--- src/pcp_pkg.sv ---
// Behaviour
// Record each active/idle period into buffer
// Full buffer drops oldest before storing
// Idle level is reference at each start
// Pause or capture error halts, flag set
// Nonzero trigger width pulses line first
// Partner drives line open drain only
// Clear empties; take returns and removes oldest
// Count and indexed entry readable, non-destructive
// Train gates carrier on/off, on first
// Done after last duration; carrier left off
// Sixteen-bit duty sets high fraction
// Frequency in hertz, default 500, fixed; code follows freq_i while var_freq_i was set at setup
// Reset or release stops output
// Duration counts microseconds, saturates at max
package pcp_pkg;
  // ****************************************
  // Timing
  // ****************************************
  localparam int CLK_HZ = 40_000_000;
  localparam int CLK_NS = 25;
  localparam int US_NS = 1000;
  localparam int US_CYC = (US_NS + CLK_NS - 1) / CLK_NS;
  localparam logic [5:0] US_LAST = 6'(US_CYC - 1);
  // ****************************************
  // Values
  // ****************************************
  localparam logic [15:0] DUR_MAX = 16'hFFFF;
  localparam logic [15:0] DUTY_FULL = 16'hFFFF;
  localparam logic [15:0] DUTY_NONE = 16'h0000;
  localparam logic [31:0] FREQ_DEF = 32'h000001F4;
  localparam logic TRIG_LEVEL = 1'b0;
  typedef enum logic [1:0] {
    CAP_HALT = 2'b00,
    CAP_TRIG = 2'b01,
    CAP_RUN = 2'b11
  } pcp_cap_st_t;
endpackage

--- src/pcp_top.sv ---
`timescale 1ns/100ps
module pcp_top #(
  parameter int CAP_DEPTH = 2
) (
  // Clock and reset
  input wire logic clk_sys_i,
  input wire logic rst_b_i,
  // Pulsed line
  input wire logic line_i,
  output logic line_o,
  output logic line_oe_o,
  // Capture control
  input wire logic idle_level_i,
  input wire logic pause_i,
  input wire logic resume_i,
  input wire logic [15:0] trig_us_i,
  input wire logic clear_i,
  input wire logic take_i,
  input wire logic [15:0] idx_i,
  // Capture status
  output logic halted_o,
  output logic [15:0] count_o,
  output logic [15:0] idx_data_o,
  output logic [15:0] take_data_o,
  output logic take_valid_o,
  // Pulse train stream
  input wire logic train_en_i,
  input wire logic dur_valid_i,
  input wire logic [15:0] dur_data_i,
  input wire logic dur_last_i,
  output logic dur_ready_o,
  output logic done_o,
  // PWM control
  input wire logic setup_i,
  input wire logic release_i,
  input wire logic var_freq_i,
  input wire logic [15:0] duty_i,
  input wire logic [31:0] freq_i,
  output logic pwm_o
);
  localparam int AW = (CAP_DEPTH > 1) ? $clog2(CAP_DEPTH) : 1;
  initial begin
    if (CAP_DEPTH < 2 || (1 << AW) != CAP_DEPTH || CAP_DEPTH > 32768) begin
      $error("CAP_DEPTH must be a power of two from 2");
    end
  end
  // ****************************************
  // Microsecond tick
  // ****************************************
  logic [5:0] presc_q;
  logic tick;
  assign tick = (presc_q == pcp_pkg::US_LAST);
  always_ff @(posedge clk_sys_i or negedge rst_b_i) begin
    if (!rst_b_i) begin
      presc_q <= 6'h00;
    end else begin
      presc_q <= tick ? 6'h00 : presc_q + 6'h01;
    end
  end
  // ****************************************
  // Capture sequencer
  // ****************************************
  pcp_pkg::pcp_cap_st_t st_q, st_d;
  logic [15:0] trig_rem_q, dur_q;
  logic cur_lvl_q, first_q, cap_edge, rec, err;
  assign cap_edge = (st_q == pcp_pkg::CAP_RUN) && (line_i != cur_lvl_q);
  // period recorded
  assign rec = cap_edge && !first_q && (dur_q != 16'h0000);
  // too fast error
  assign err = cap_edge && !first_q && (dur_q == 16'h0000);
  always_comb begin
    st_d = st_q;
    case (st_q)
      pcp_pkg::CAP_HALT: begin
        // optional trigger
        if (resume_i) begin
          st_d = (trig_us_i != 16'h0000) ? pcp_pkg::CAP_TRIG : pcp_pkg::CAP_RUN;
        end
      end
      pcp_pkg::CAP_TRIG: begin
        if (tick && trig_rem_q == 16'h0001) begin
          st_d = pcp_pkg::CAP_RUN;
        end
      end
      pcp_pkg::CAP_RUN: begin
        if (err) begin
          st_d = pcp_pkg::CAP_HALT;
        end
      end
      default: st_d = pcp_pkg::CAP_HALT;
    endcase
    // pause halts
    if (pause_i) begin
      st_d = pcp_pkg::CAP_HALT;
    end
  end
  always_ff @(posedge clk_sys_i or negedge rst_b_i) begin
    if (!rst_b_i) begin
      st_q <= pcp_pkg::CAP_HALT;
      trig_rem_q <= 16'h0000;
      halted_o <= 1'b1;
      line_oe_o <= 1'b0;
    end else begin
      st_q <= st_d;
      halted_o <= (st_d == pcp_pkg::CAP_HALT);
      // drives low only
      line_oe_o <= (st_d == pcp_pkg::CAP_TRIG);
      if (st_q == pcp_pkg::CAP_HALT) begin
        trig_rem_q <= trig_us_i;
      end else if (tick && trig_rem_q != 16'h0000) begin
        trig_rem_q <= trig_rem_q - 16'h0001;
      end
    end
  end
  always_ff @(posedge clk_sys_i or negedge rst_b_i) begin
    if (!rst_b_i) begin
      line_o <= pcp_pkg::TRIG_LEVEL;
    end else begin
      line_o <= pcp_pkg::TRIG_LEVEL;
    end
  end
  always_ff @(posedge clk_sys_i or negedge rst_b_i) begin
    if (!rst_b_i) begin
      cur_lvl_q <= 1'b0;
      first_q <= 1'b1;
      dur_q <= 16'h0000;
    end else if (st_d == pcp_pkg::CAP_RUN && st_q != pcp_pkg::CAP_RUN) begin
      // idle reference
      cur_lvl_q <= idle_level_i;
      first_q <= 1'b1;
      dur_q <= 16'h0000;
    end else if (cap_edge) begin
      cur_lvl_q <= line_i;
      first_q <= 1'b0;
      dur_q <= 16'h0000;
    end else if (tick && dur_q != pcp_pkg::DUR_MAX) begin
      // saturating count
      dur_q <= dur_q + 16'h0001;
    end
  end
  // ****************************************
  // Capture buffer
  // ****************************************
  logic [15:0] mem_q [CAP_DEPTH];
  logic [AW-1:0] rd_q, rd_t;
  logic [AW:0] cnt_q, cnt_t;
  logic take_ok;
  assign take_ok = take_i && !clear_i && (cnt_q != '0);
  assign rd_t = rd_q + AW'(take_ok);
  assign cnt_t = cnt_q - (AW+1)'(take_ok);
  always_ff @(posedge clk_sys_i or negedge rst_b_i) begin
    if (!rst_b_i) begin
      rd_q <= '0;
      cnt_q <= '0;
    end else if (clear_i) begin
      // clear
      rd_q <= '0;
      cnt_q <= '0;
    end else if (rec && cnt_t == (AW+1)'(CAP_DEPTH)) begin
      // drop oldest
      rd_q <= rd_t + AW'(1);
      cnt_q <= cnt_t;
    end else begin
      rd_q <= rd_t;
      cnt_q <= cnt_t + (AW+1)'(rec);
    end
  end
  always_ff @(posedge clk_sys_i) begin
    if (rec && !clear_i) begin
      mem_q[rd_t + cnt_t[AW-1:0]] <= dur_q;
    end
  end
  always_ff @(posedge clk_sys_i or negedge rst_b_i) begin
    if (!rst_b_i) begin
      take_data_o <= 16'h0000;
      take_valid_o <= 1'b0;
      idx_data_o <= 16'h0000;
      count_o <= 16'h0000;
    end else begin
      // take oldest
      take_valid_o <= take_ok;
      if (take_ok) begin
        take_data_o <= mem_q[rd_q];
      end
      // non-destructive read
      idx_data_o <= (idx_i < 16'(cnt_q)) ? mem_q[rd_q + idx_i[AW-1:0]] : 16'h0000;
      count_o <= 16'(cnt_q);
    end
  end
  // ****************************************
  // Train buffer
  // ****************************************
  logic [16:0] fb_q [2];
  logic fwp_q, frp_q, f_pop, f_push;
  logic [1:0] fcnt_q, fcnt_d;
  assign f_push = dur_valid_i && dur_ready_o;
  assign fcnt_d = fcnt_q + 2'(f_push) - 2'(f_pop);
  always_ff @(posedge clk_sys_i or negedge rst_b_i) begin
    if (!rst_b_i) begin
      fwp_q <= 1'b0;
      frp_q <= 1'b0;
      fcnt_q <= 2'h0;
      dur_ready_o <= 1'b1;
    end else begin
      fwp_q <= fwp_q ^ f_push;
      frp_q <= frp_q ^ f_pop;
      fcnt_q <= fcnt_d;
      dur_ready_o <= (fcnt_d != 2'h2);
    end
  end
  always_ff @(posedge clk_sys_i) begin
    if (f_push) begin
      fb_q[fwp_q] <= {dur_last_i, dur_data_i};
    end
  end
  // ****************************************
  // Train sequencer
  // ****************************************
  logic busy_q, last_q, gate_q;
  logic [15:0] rem_q;
  assign f_pop = (fcnt_q != 2'h0) && (!busy_q || (rem_q == 16'h0000 && !last_q));
  always_ff @(posedge clk_sys_i or negedge rst_b_i) begin
    if (!rst_b_i) begin
      busy_q <= 1'b0;
      last_q <= 1'b0;
      gate_q <= 1'b0;
      rem_q <= 16'h0000;
      done_o <= 1'b0;
    end else begin
      done_o <= 1'b0;
      if (f_pop) begin
        // alternate on first
        busy_q <= 1'b1;
        gate_q <= busy_q ? !gate_q : 1'b1;
        rem_q <= fb_q[frp_q][15:0];
        last_q <= fb_q[frp_q][16];
      end else if (busy_q && rem_q == 16'h0000 && last_q) begin
        // finish gated off
        busy_q <= 1'b0;
        gate_q <= 1'b0;
        done_o <= 1'b1;
      end else if (tick && rem_q != 16'h0000) begin
        rem_q <= rem_q - 16'h0001;
      end
    end
  end
  // ****************************************
  // PWM
  // ****************************************
  logic run_q, var_q, high;
  logic [15:0] duty_q;
  logic [31:0] freq_q, acc_q;
  logic [32:0] sum;
  assign sum = {1'b0, acc_q} + {1'b0, freq_q};
  // duty compare
  assign high = (duty_q == pcp_pkg::DUTY_FULL) ||
    ({acc_q, 16'h0000} < 48'(duty_q) * 48'(pcp_pkg::CLK_HZ));
  always_ff @(posedge clk_sys_i or negedge rst_b_i) begin
    if (!rst_b_i) begin
      run_q <= 1'b0;
      var_q <= 1'b0;
      duty_q <= pcp_pkg::DUTY_NONE;
      freq_q <= pcp_pkg::FREQ_DEF;
      acc_q <= 32'h00000000;
      pwm_o <= 1'b0;
    end else begin
      duty_q <= duty_i;
      if (release_i) begin
        // release stops
        run_q <= 1'b0;
        acc_q <= 32'h00000000;
      end else if (setup_i) begin
        run_q <= 1'b1;
        var_q <= var_freq_i;
        freq_q <= freq_i;
        acc_q <= 32'h00000000;
      end else begin
        // fixed unless variable
        if (var_q) begin
          freq_q <= freq_i;
        end
        if (run_q) begin
          acc_q <= (sum >= 33'(pcp_pkg::CLK_HZ)) ? 32'(sum - 33'(pcp_pkg::CLK_HZ)) : sum[31:0];
        end
      end
      pwm_o <= run_q && high && (!train_en_i || gate_q);
    end
  end
  // ****************************************
  // Assertions
  // ****************************************
  property p_rec_grow;
    @(posedge clk_sys_i) disable iff (!rst_b_i)
      rec && !clear_i && !take_i && cnt_q < (AW+1)'(CAP_DEPTH) |=> cnt_q == $past(cnt_q) + 1'b1;
  endproperty
  a_rec_grow: assert property (p_rec_grow) else $error("record did not grow count");
  property p_full_drop;
    @(posedge clk_sys_i) disable iff (!rst_b_i)
      rec && !clear_i && !take_i && cnt_q == (AW+1)'(CAP_DEPTH) |=> count_o == 16'(CAP_DEPTH)
        ##0 rd_q == $past(rd_q) + 1'b1;
  endproperty
  a_full_drop: assert property (p_full_drop) else $error("full buffer did not drop");
  property p_ref;
    @(posedge clk_sys_i) disable iff (!rst_b_i)
      st_q != pcp_pkg::CAP_RUN ##1 st_q == pcp_pkg::CAP_RUN |-> first_q && cur_lvl_q == $past(idle_level_i);
  endproperty
  a_ref: assert property (p_ref) else $error("run entry lost idle reference");
  property p_pause;
    @(posedge clk_sys_i) disable iff (!rst_b_i)
      pause_i || err |=> halted_o && !line_oe_o;
  endproperty
  a_pause: assert property (p_pause) else $error("pause or error did not halt");
  property p_trig;
    @(posedge clk_sys_i) disable iff (!rst_b_i)
      halted_o && resume_i && !pause_i && trig_us_i != 16'h0000 |=> line_oe_o [*8];
  endproperty
  a_trig: assert property (p_trig) else $error("trigger pulse not driven");
  property p_clear;
    @(posedge clk_sys_i) disable iff (!rst_b_i)
      clear_i |=> ##1 count_o == 16'h0000;
  endproperty
  a_clear: assert property (p_clear) else $error("clear left entries");
  property p_take;
    @(posedge clk_sys_i) disable iff (!rst_b_i)
      take_i && !clear_i && !rec && cnt_q != '0 |=> take_valid_o && take_data_o == $past(mem_q[rd_q])
        ##1 count_o == 16'($past(cnt_q, 2)) - 16'h0001;
  endproperty
  a_take: assert property (p_take) else $error("take failed");
  property p_done;
    @(posedge clk_sys_i) disable iff (!rst_b_i)
      done_o |-> !gate_q && !busy_q;
  endproperty
  a_done: assert property (p_done) else $error("carrier not off at end");
  property p_duty;
    @(posedge clk_sys_i) disable iff (!rst_b_i)
      run_q && !release_i && !setup_i && duty_q == pcp_pkg::DUTY_NONE |=> !pwm_o;
  endproperty
  a_duty: assert property (p_duty) else $error("zero duty drove high");
  property p_fixed;
    @(posedge clk_sys_i) disable iff (!rst_b_i)
      !var_q && !setup_i |=> $stable(freq_q);
  endproperty
  a_fixed: assert property (p_fixed) else $error("fixed frequency changed");
  property p_release;
    @(posedge clk_sys_i) disable iff (!rst_b_i)
      release_i ##1 !setup_i |=> !pwm_o;
  endproperty
  a_release: assert property (p_release) else $error("release left output");
  property p_sat;
    @(posedge clk_sys_i) disable iff (!rst_b_i)
      st_q == pcp_pkg::CAP_RUN && st_d == pcp_pkg::CAP_RUN && !cap_edge && dur_q == pcp_pkg::DUR_MAX
        |=> dur_q == pcp_pkg::DUR_MAX;
  endproperty
  a_sat: assert property (p_sat) else $error("duration wrapped");
endmodule // pcp_top

--- config.mk ---
export PLATFORM = sky130hd
export DESIGN_NAME = pcp_top
export DESIGN_NICKNAME = d
export VERILOG_FILES = /design/src/pcp_pkg.sv /design/src/pcp_top.sv
export SDC_FILE = /design/constraint.sdc
export NUM_CORES = 1
export LEC_CHECK = 0
export BUFFER_PORTS_ARGS = -buffer_cell sky130_fd_sc_hd__buf_4
export CAP_MARGIN = 20
export CORE_AREA = 2 2 205 207
export CTS_BUF_LIST = sky130_fd_sc_hd__clkbuf_2
export CTS_CLUSTER_DIAMETER = 30
export DETAILED_ROUTE_END_ITERATION = 16
export DIE_AREA = 0 0 207 209
export MAX_ROUTING_LAYER = met4
export SETUP_SLACK_MARGIN = 0.05
export SYNTH_ARGS = -nofsm -noshare
export SYNTH_HDL_FRONTEND = slang
export SYNTH_SLANG_ARGS = --single-unit
--- constraint.sdc ---
create_clock -name clk_sys_i -period 8.9 [get_ports clk_sys_i]
set_input_delay 0.89 -clock clk_sys_i [delete_from_list [all_inputs] [get_ports clk_sys_i]]
set_output_delay 0.89 -clock clk_sys_i [all_outputs]
set_load 0.01 [all_outputs]
==> results_dict.tcl <==
set metrics [dict create \
    status "complete, no violations" \
    max-slew-margin-rel_pct 31.5 \
    synth_edf_count 66 \
    port_buffers 149 \
    worst-path-buf-inv 6 \
    worstPathArrival_ps 8530 \
    crit_family "adder cells" \
    numClockSinks 256 \
    drc 0 \
    cts_tree "built" \
    tightest_slew_ps 1030 \
    p_per_area_nw_per_um2 243 \
    wl_per_cell_um 16.2 \
    grt_pass1_wl_um 73100 \
    avgViaCountPerCell 5.19 \
    worst_ep_required_time_ps 9810 \
    die_area_um2 43300 \
    ios 165 \
    setup_violations 0 \
    die_x_um 207 \
    max_cap_viol_count 0 \
    irDropWorstVdd_v 0.000195 \
    grt_max_degree 73 \
    min_period_over_period_pct 85.6 \
    place_congestion 0.906 \
    ant_nets 0 \
    critPathLaunchType "flop" \
    finClkSkew_ps 65.2 \
    fillCellCount 3855 \
    critPathSlowestCell "or4_1" \
    tns_ps 0 \
    synth-seq-cells 256 \
    post-cts-setup-buffers 0 \
    postSynthCellCount 1819 \
    dp_hpwl_um 32900 \
    hold_class "primary input to flop" \
    fmax_mhz 131 \
    htreeDepth 3 \
    dr.pass1.iters 4 \
    drt-total-wl_um 43400 \
    area_delta_synth_final_pct 17.1 \
    worst_skew_pair.late_latency_ps 990 \
    rsz0062_at_grt "no" \
    drt_iter0_drc 558 \
    synth_warnings 0 \
    synth_cell_types 77 \
    multiInputGateArea_um2 10700 \
    worstPathMaxFanout 7 \
    finalHoldViolCount 0 \
    netlist_area_um2 18300 \
    grt_pass1_vias 14300 \
    cts_buffer_depth 3 \
    end_kind "flop" \
    p_leak_uw 0.0103 \
    place_inst 2468 \
    num_vias 13900 \
    synth-async-reset-ratio_pct 74.2 \
    core_area_um2 41300 \
    slowest_delay_ps 540 \
    seqCellArea_um2 6750 \
    instances_no_fill 2680 \
    slew_violations 0 \
    drive_above_1_share_pct 17.7 \
    crit_top_cell "inv_1" \
    rows 75 \
    antenna_found_initial 3 \
    grt_overflow_total 0 \
    synth-main-ff-cell "dfrtp_1" \
    syn-mean-instance-area_um2 10.1 \
    die_y_um 209 \
    cts-root-buf "clkbuf_2" \
    fin_crit_ps 7620 \
    clk_pin_slew_ps 110 \
    layout.nets 2474 \
    start_util_pct 44.3 \
    cts_buffers 78 \
    critPathKind "flop to flop" \
    final_core_util_pct 51.9 \
    seq_area_frac_synth_pct 36.9 \
    grtUsageTotal_pct 21.4 \
]
-- routing by layer --
metal,track usage [%],up-vias,routed length [um]
li1,-,6956,-
met1,28.3,6633,20600
met2,33.1,256,20100
met3,3.76,73,1610
met4,7.61,0,1060
met5,-,-,0
-- worst paths after layout --
path                                             end                  from  slack [ps]  depth (start not counted)
setup / recovery                     pwm_o$_DFF_PN0_  duty_q[14]$_DFF_PN0_        1280                         31
hold / removal                freq_q[19]$_DFFE_PN0P_            freq_i[19]         170                          2
setup reg to reg                     pwm_o$_DFF_PN0_  duty_q[14]$_DFF_PN0_        1280                         31
hold reg to reg                 count_o[0]$_DFF_PN0_    cnt_q[0]$_DFF_PN0_         460                          0
max in group asynchronous       dur_q[0]$_DFFE_PN0P_               rst_b_i        7040                          3
min in group asynchronous  trig_rem_q[6]$_DFFE_PN0P_               rst_b_i         440                          2
-- where the power goes --
group | leakage, uW | switching [uW] | internal [uW]
logic | 0.00673 | 1560 | 1200
registers | 0.00299 | 134 | 1360
clock network | 0.000572 | 525 | 421
total | 0.0103 | 2220 | 2980
-- registers in the layout, summed over array words and instances (netlist names), 6 cells and up --
name and cells:
fb_q 34, acc_q 32, freq_q 32, mem_q 32
dur_q 16, duty_q 16, idx_data_o 16, rem_q 16
take_data_o 16, trig_rem_q 16, presc_q 6
-- logic make-up after synthesis --
kind of cell    after synthesis  synth area share [%]
simple gates                473                  12.3
xor+xnor                    126                  6.07
mux                          71                  4.13
buf+inv                     242                  5.37
flops                       256                  36.9
other cells                   1                0.0205
fa+ha+maj                   286                  22.3
compound gates              364                  12.9
-- through the flow --
step	setup WS [ps]	instance area (um^2)	hold WS [ps]	total power (uW)
after floorplan	2010	18400	406	3560
after global placement	1440	20000	447	4190
after detailed placement	1250	20000	429	4240
after CTS	1280	21400	6.90	5270
after global routing	763	21400	56.9	5740
final	1280	21400	169	5200
-- cells in the final DEF (no fill, tap or decap), types with 35 or more instances in the layout --
| master | count |
|---|---|
| a21oi_1 | 134 |
| mux2i_1 | 35 |
| ha_1 | 219 |
| clkbuf_2 | 121 |
| fa_1 | 67 |
| xor2_1 | 69 |
| edfxtp_1 | 66 |
| nand3_1 | 36 |
| inv_1 | 175 |
| dfrtp_1 | 181 |
| nand2_1 | 131 |
| xnor2_1 | 56 |
| nor2_1 | 136 |
| dlygate4sd3_1 | 67 |
| mux2_2 | 36 |
| buf_4 | 162 |
| o21ai_0 | 48 |
-- cell type report --
type                            count  share of cell area, %
Inverter                          175                   3.07
Sequential cell                   256                   31.5
Multi-Input combinational cell   1335                   49.7
Clock buffer                      121                   2.83
Antenna cell                        3                 0.0350
Timing Repair Buffer              232                   9.01
Tap cell                          539                   3.15
Clock inverter                     19                  0.689
-- worst reg2reg max path: cells and delay by family, from the launching register on --
kind | cells | cell delay, ps
adders and majority gates | 8 | 3410
AOI/OAI and AO/OA | 8 | 1740
and+or+nand+nor | 8 | 1390
DFF | 1 | 490
buffers and inverters | 6 | 420
xor gates and xnor gates | 1 | 160
-- synth_stat cells, drive strengths merged, types with 5 or more instances --
cell type / number / share of area (%)
a211o: 6 / 0.29
a211oi: 12 / 0.49
a21o: 21 / 0.86
a21oi: 134 / 3.7
a22o: 8 / 0.38
a31oi: 7 / 0.24
and2: 11 / 0.38
and3: 12 / 0.41
and4: 7 / 0.34
buf: 22 / 0.85
clkbuf: 45 / 0.92
dfrtp: 181 / 25
dfstp: 9 / 1.3
edfxtp: 66 / 11
fa: 67 / 7.3
ha: 219 / 15
inv: 175 / 3.6
mux2: 36 / 2.2
mux2i: 35 / 1.9
nand2: 131 / 2.7
nand2b: 11 / 0.38
nand3: 36 / 0.98
nand4: 18 / 0.62
nor2: 139 / 2.9
nor2b: 15 / 0.51
nor3: 29 / 0.79
nor4: 28 / 0.96
nor4b: 5 / 0.24
o211ai: 19 / 1.0
o21a: 11 / 0.45
o21ai: 80 / 2.4
o21bai: 6 / 0.27
o31ai: 7 / 0.29
or2: 7 / 0.24
or3: 13 / 0.44
xnor2: 56 / 2.7
xor2: 70 / 3.4
-- repair_timing --
action	in CTS	in global routing
hold endpoints to repair	140	0
endpoints found under the setup margin	0	0
hold buffers	67	0
gates resized for setup	0	0
Power figures use the tool's default switching activity.
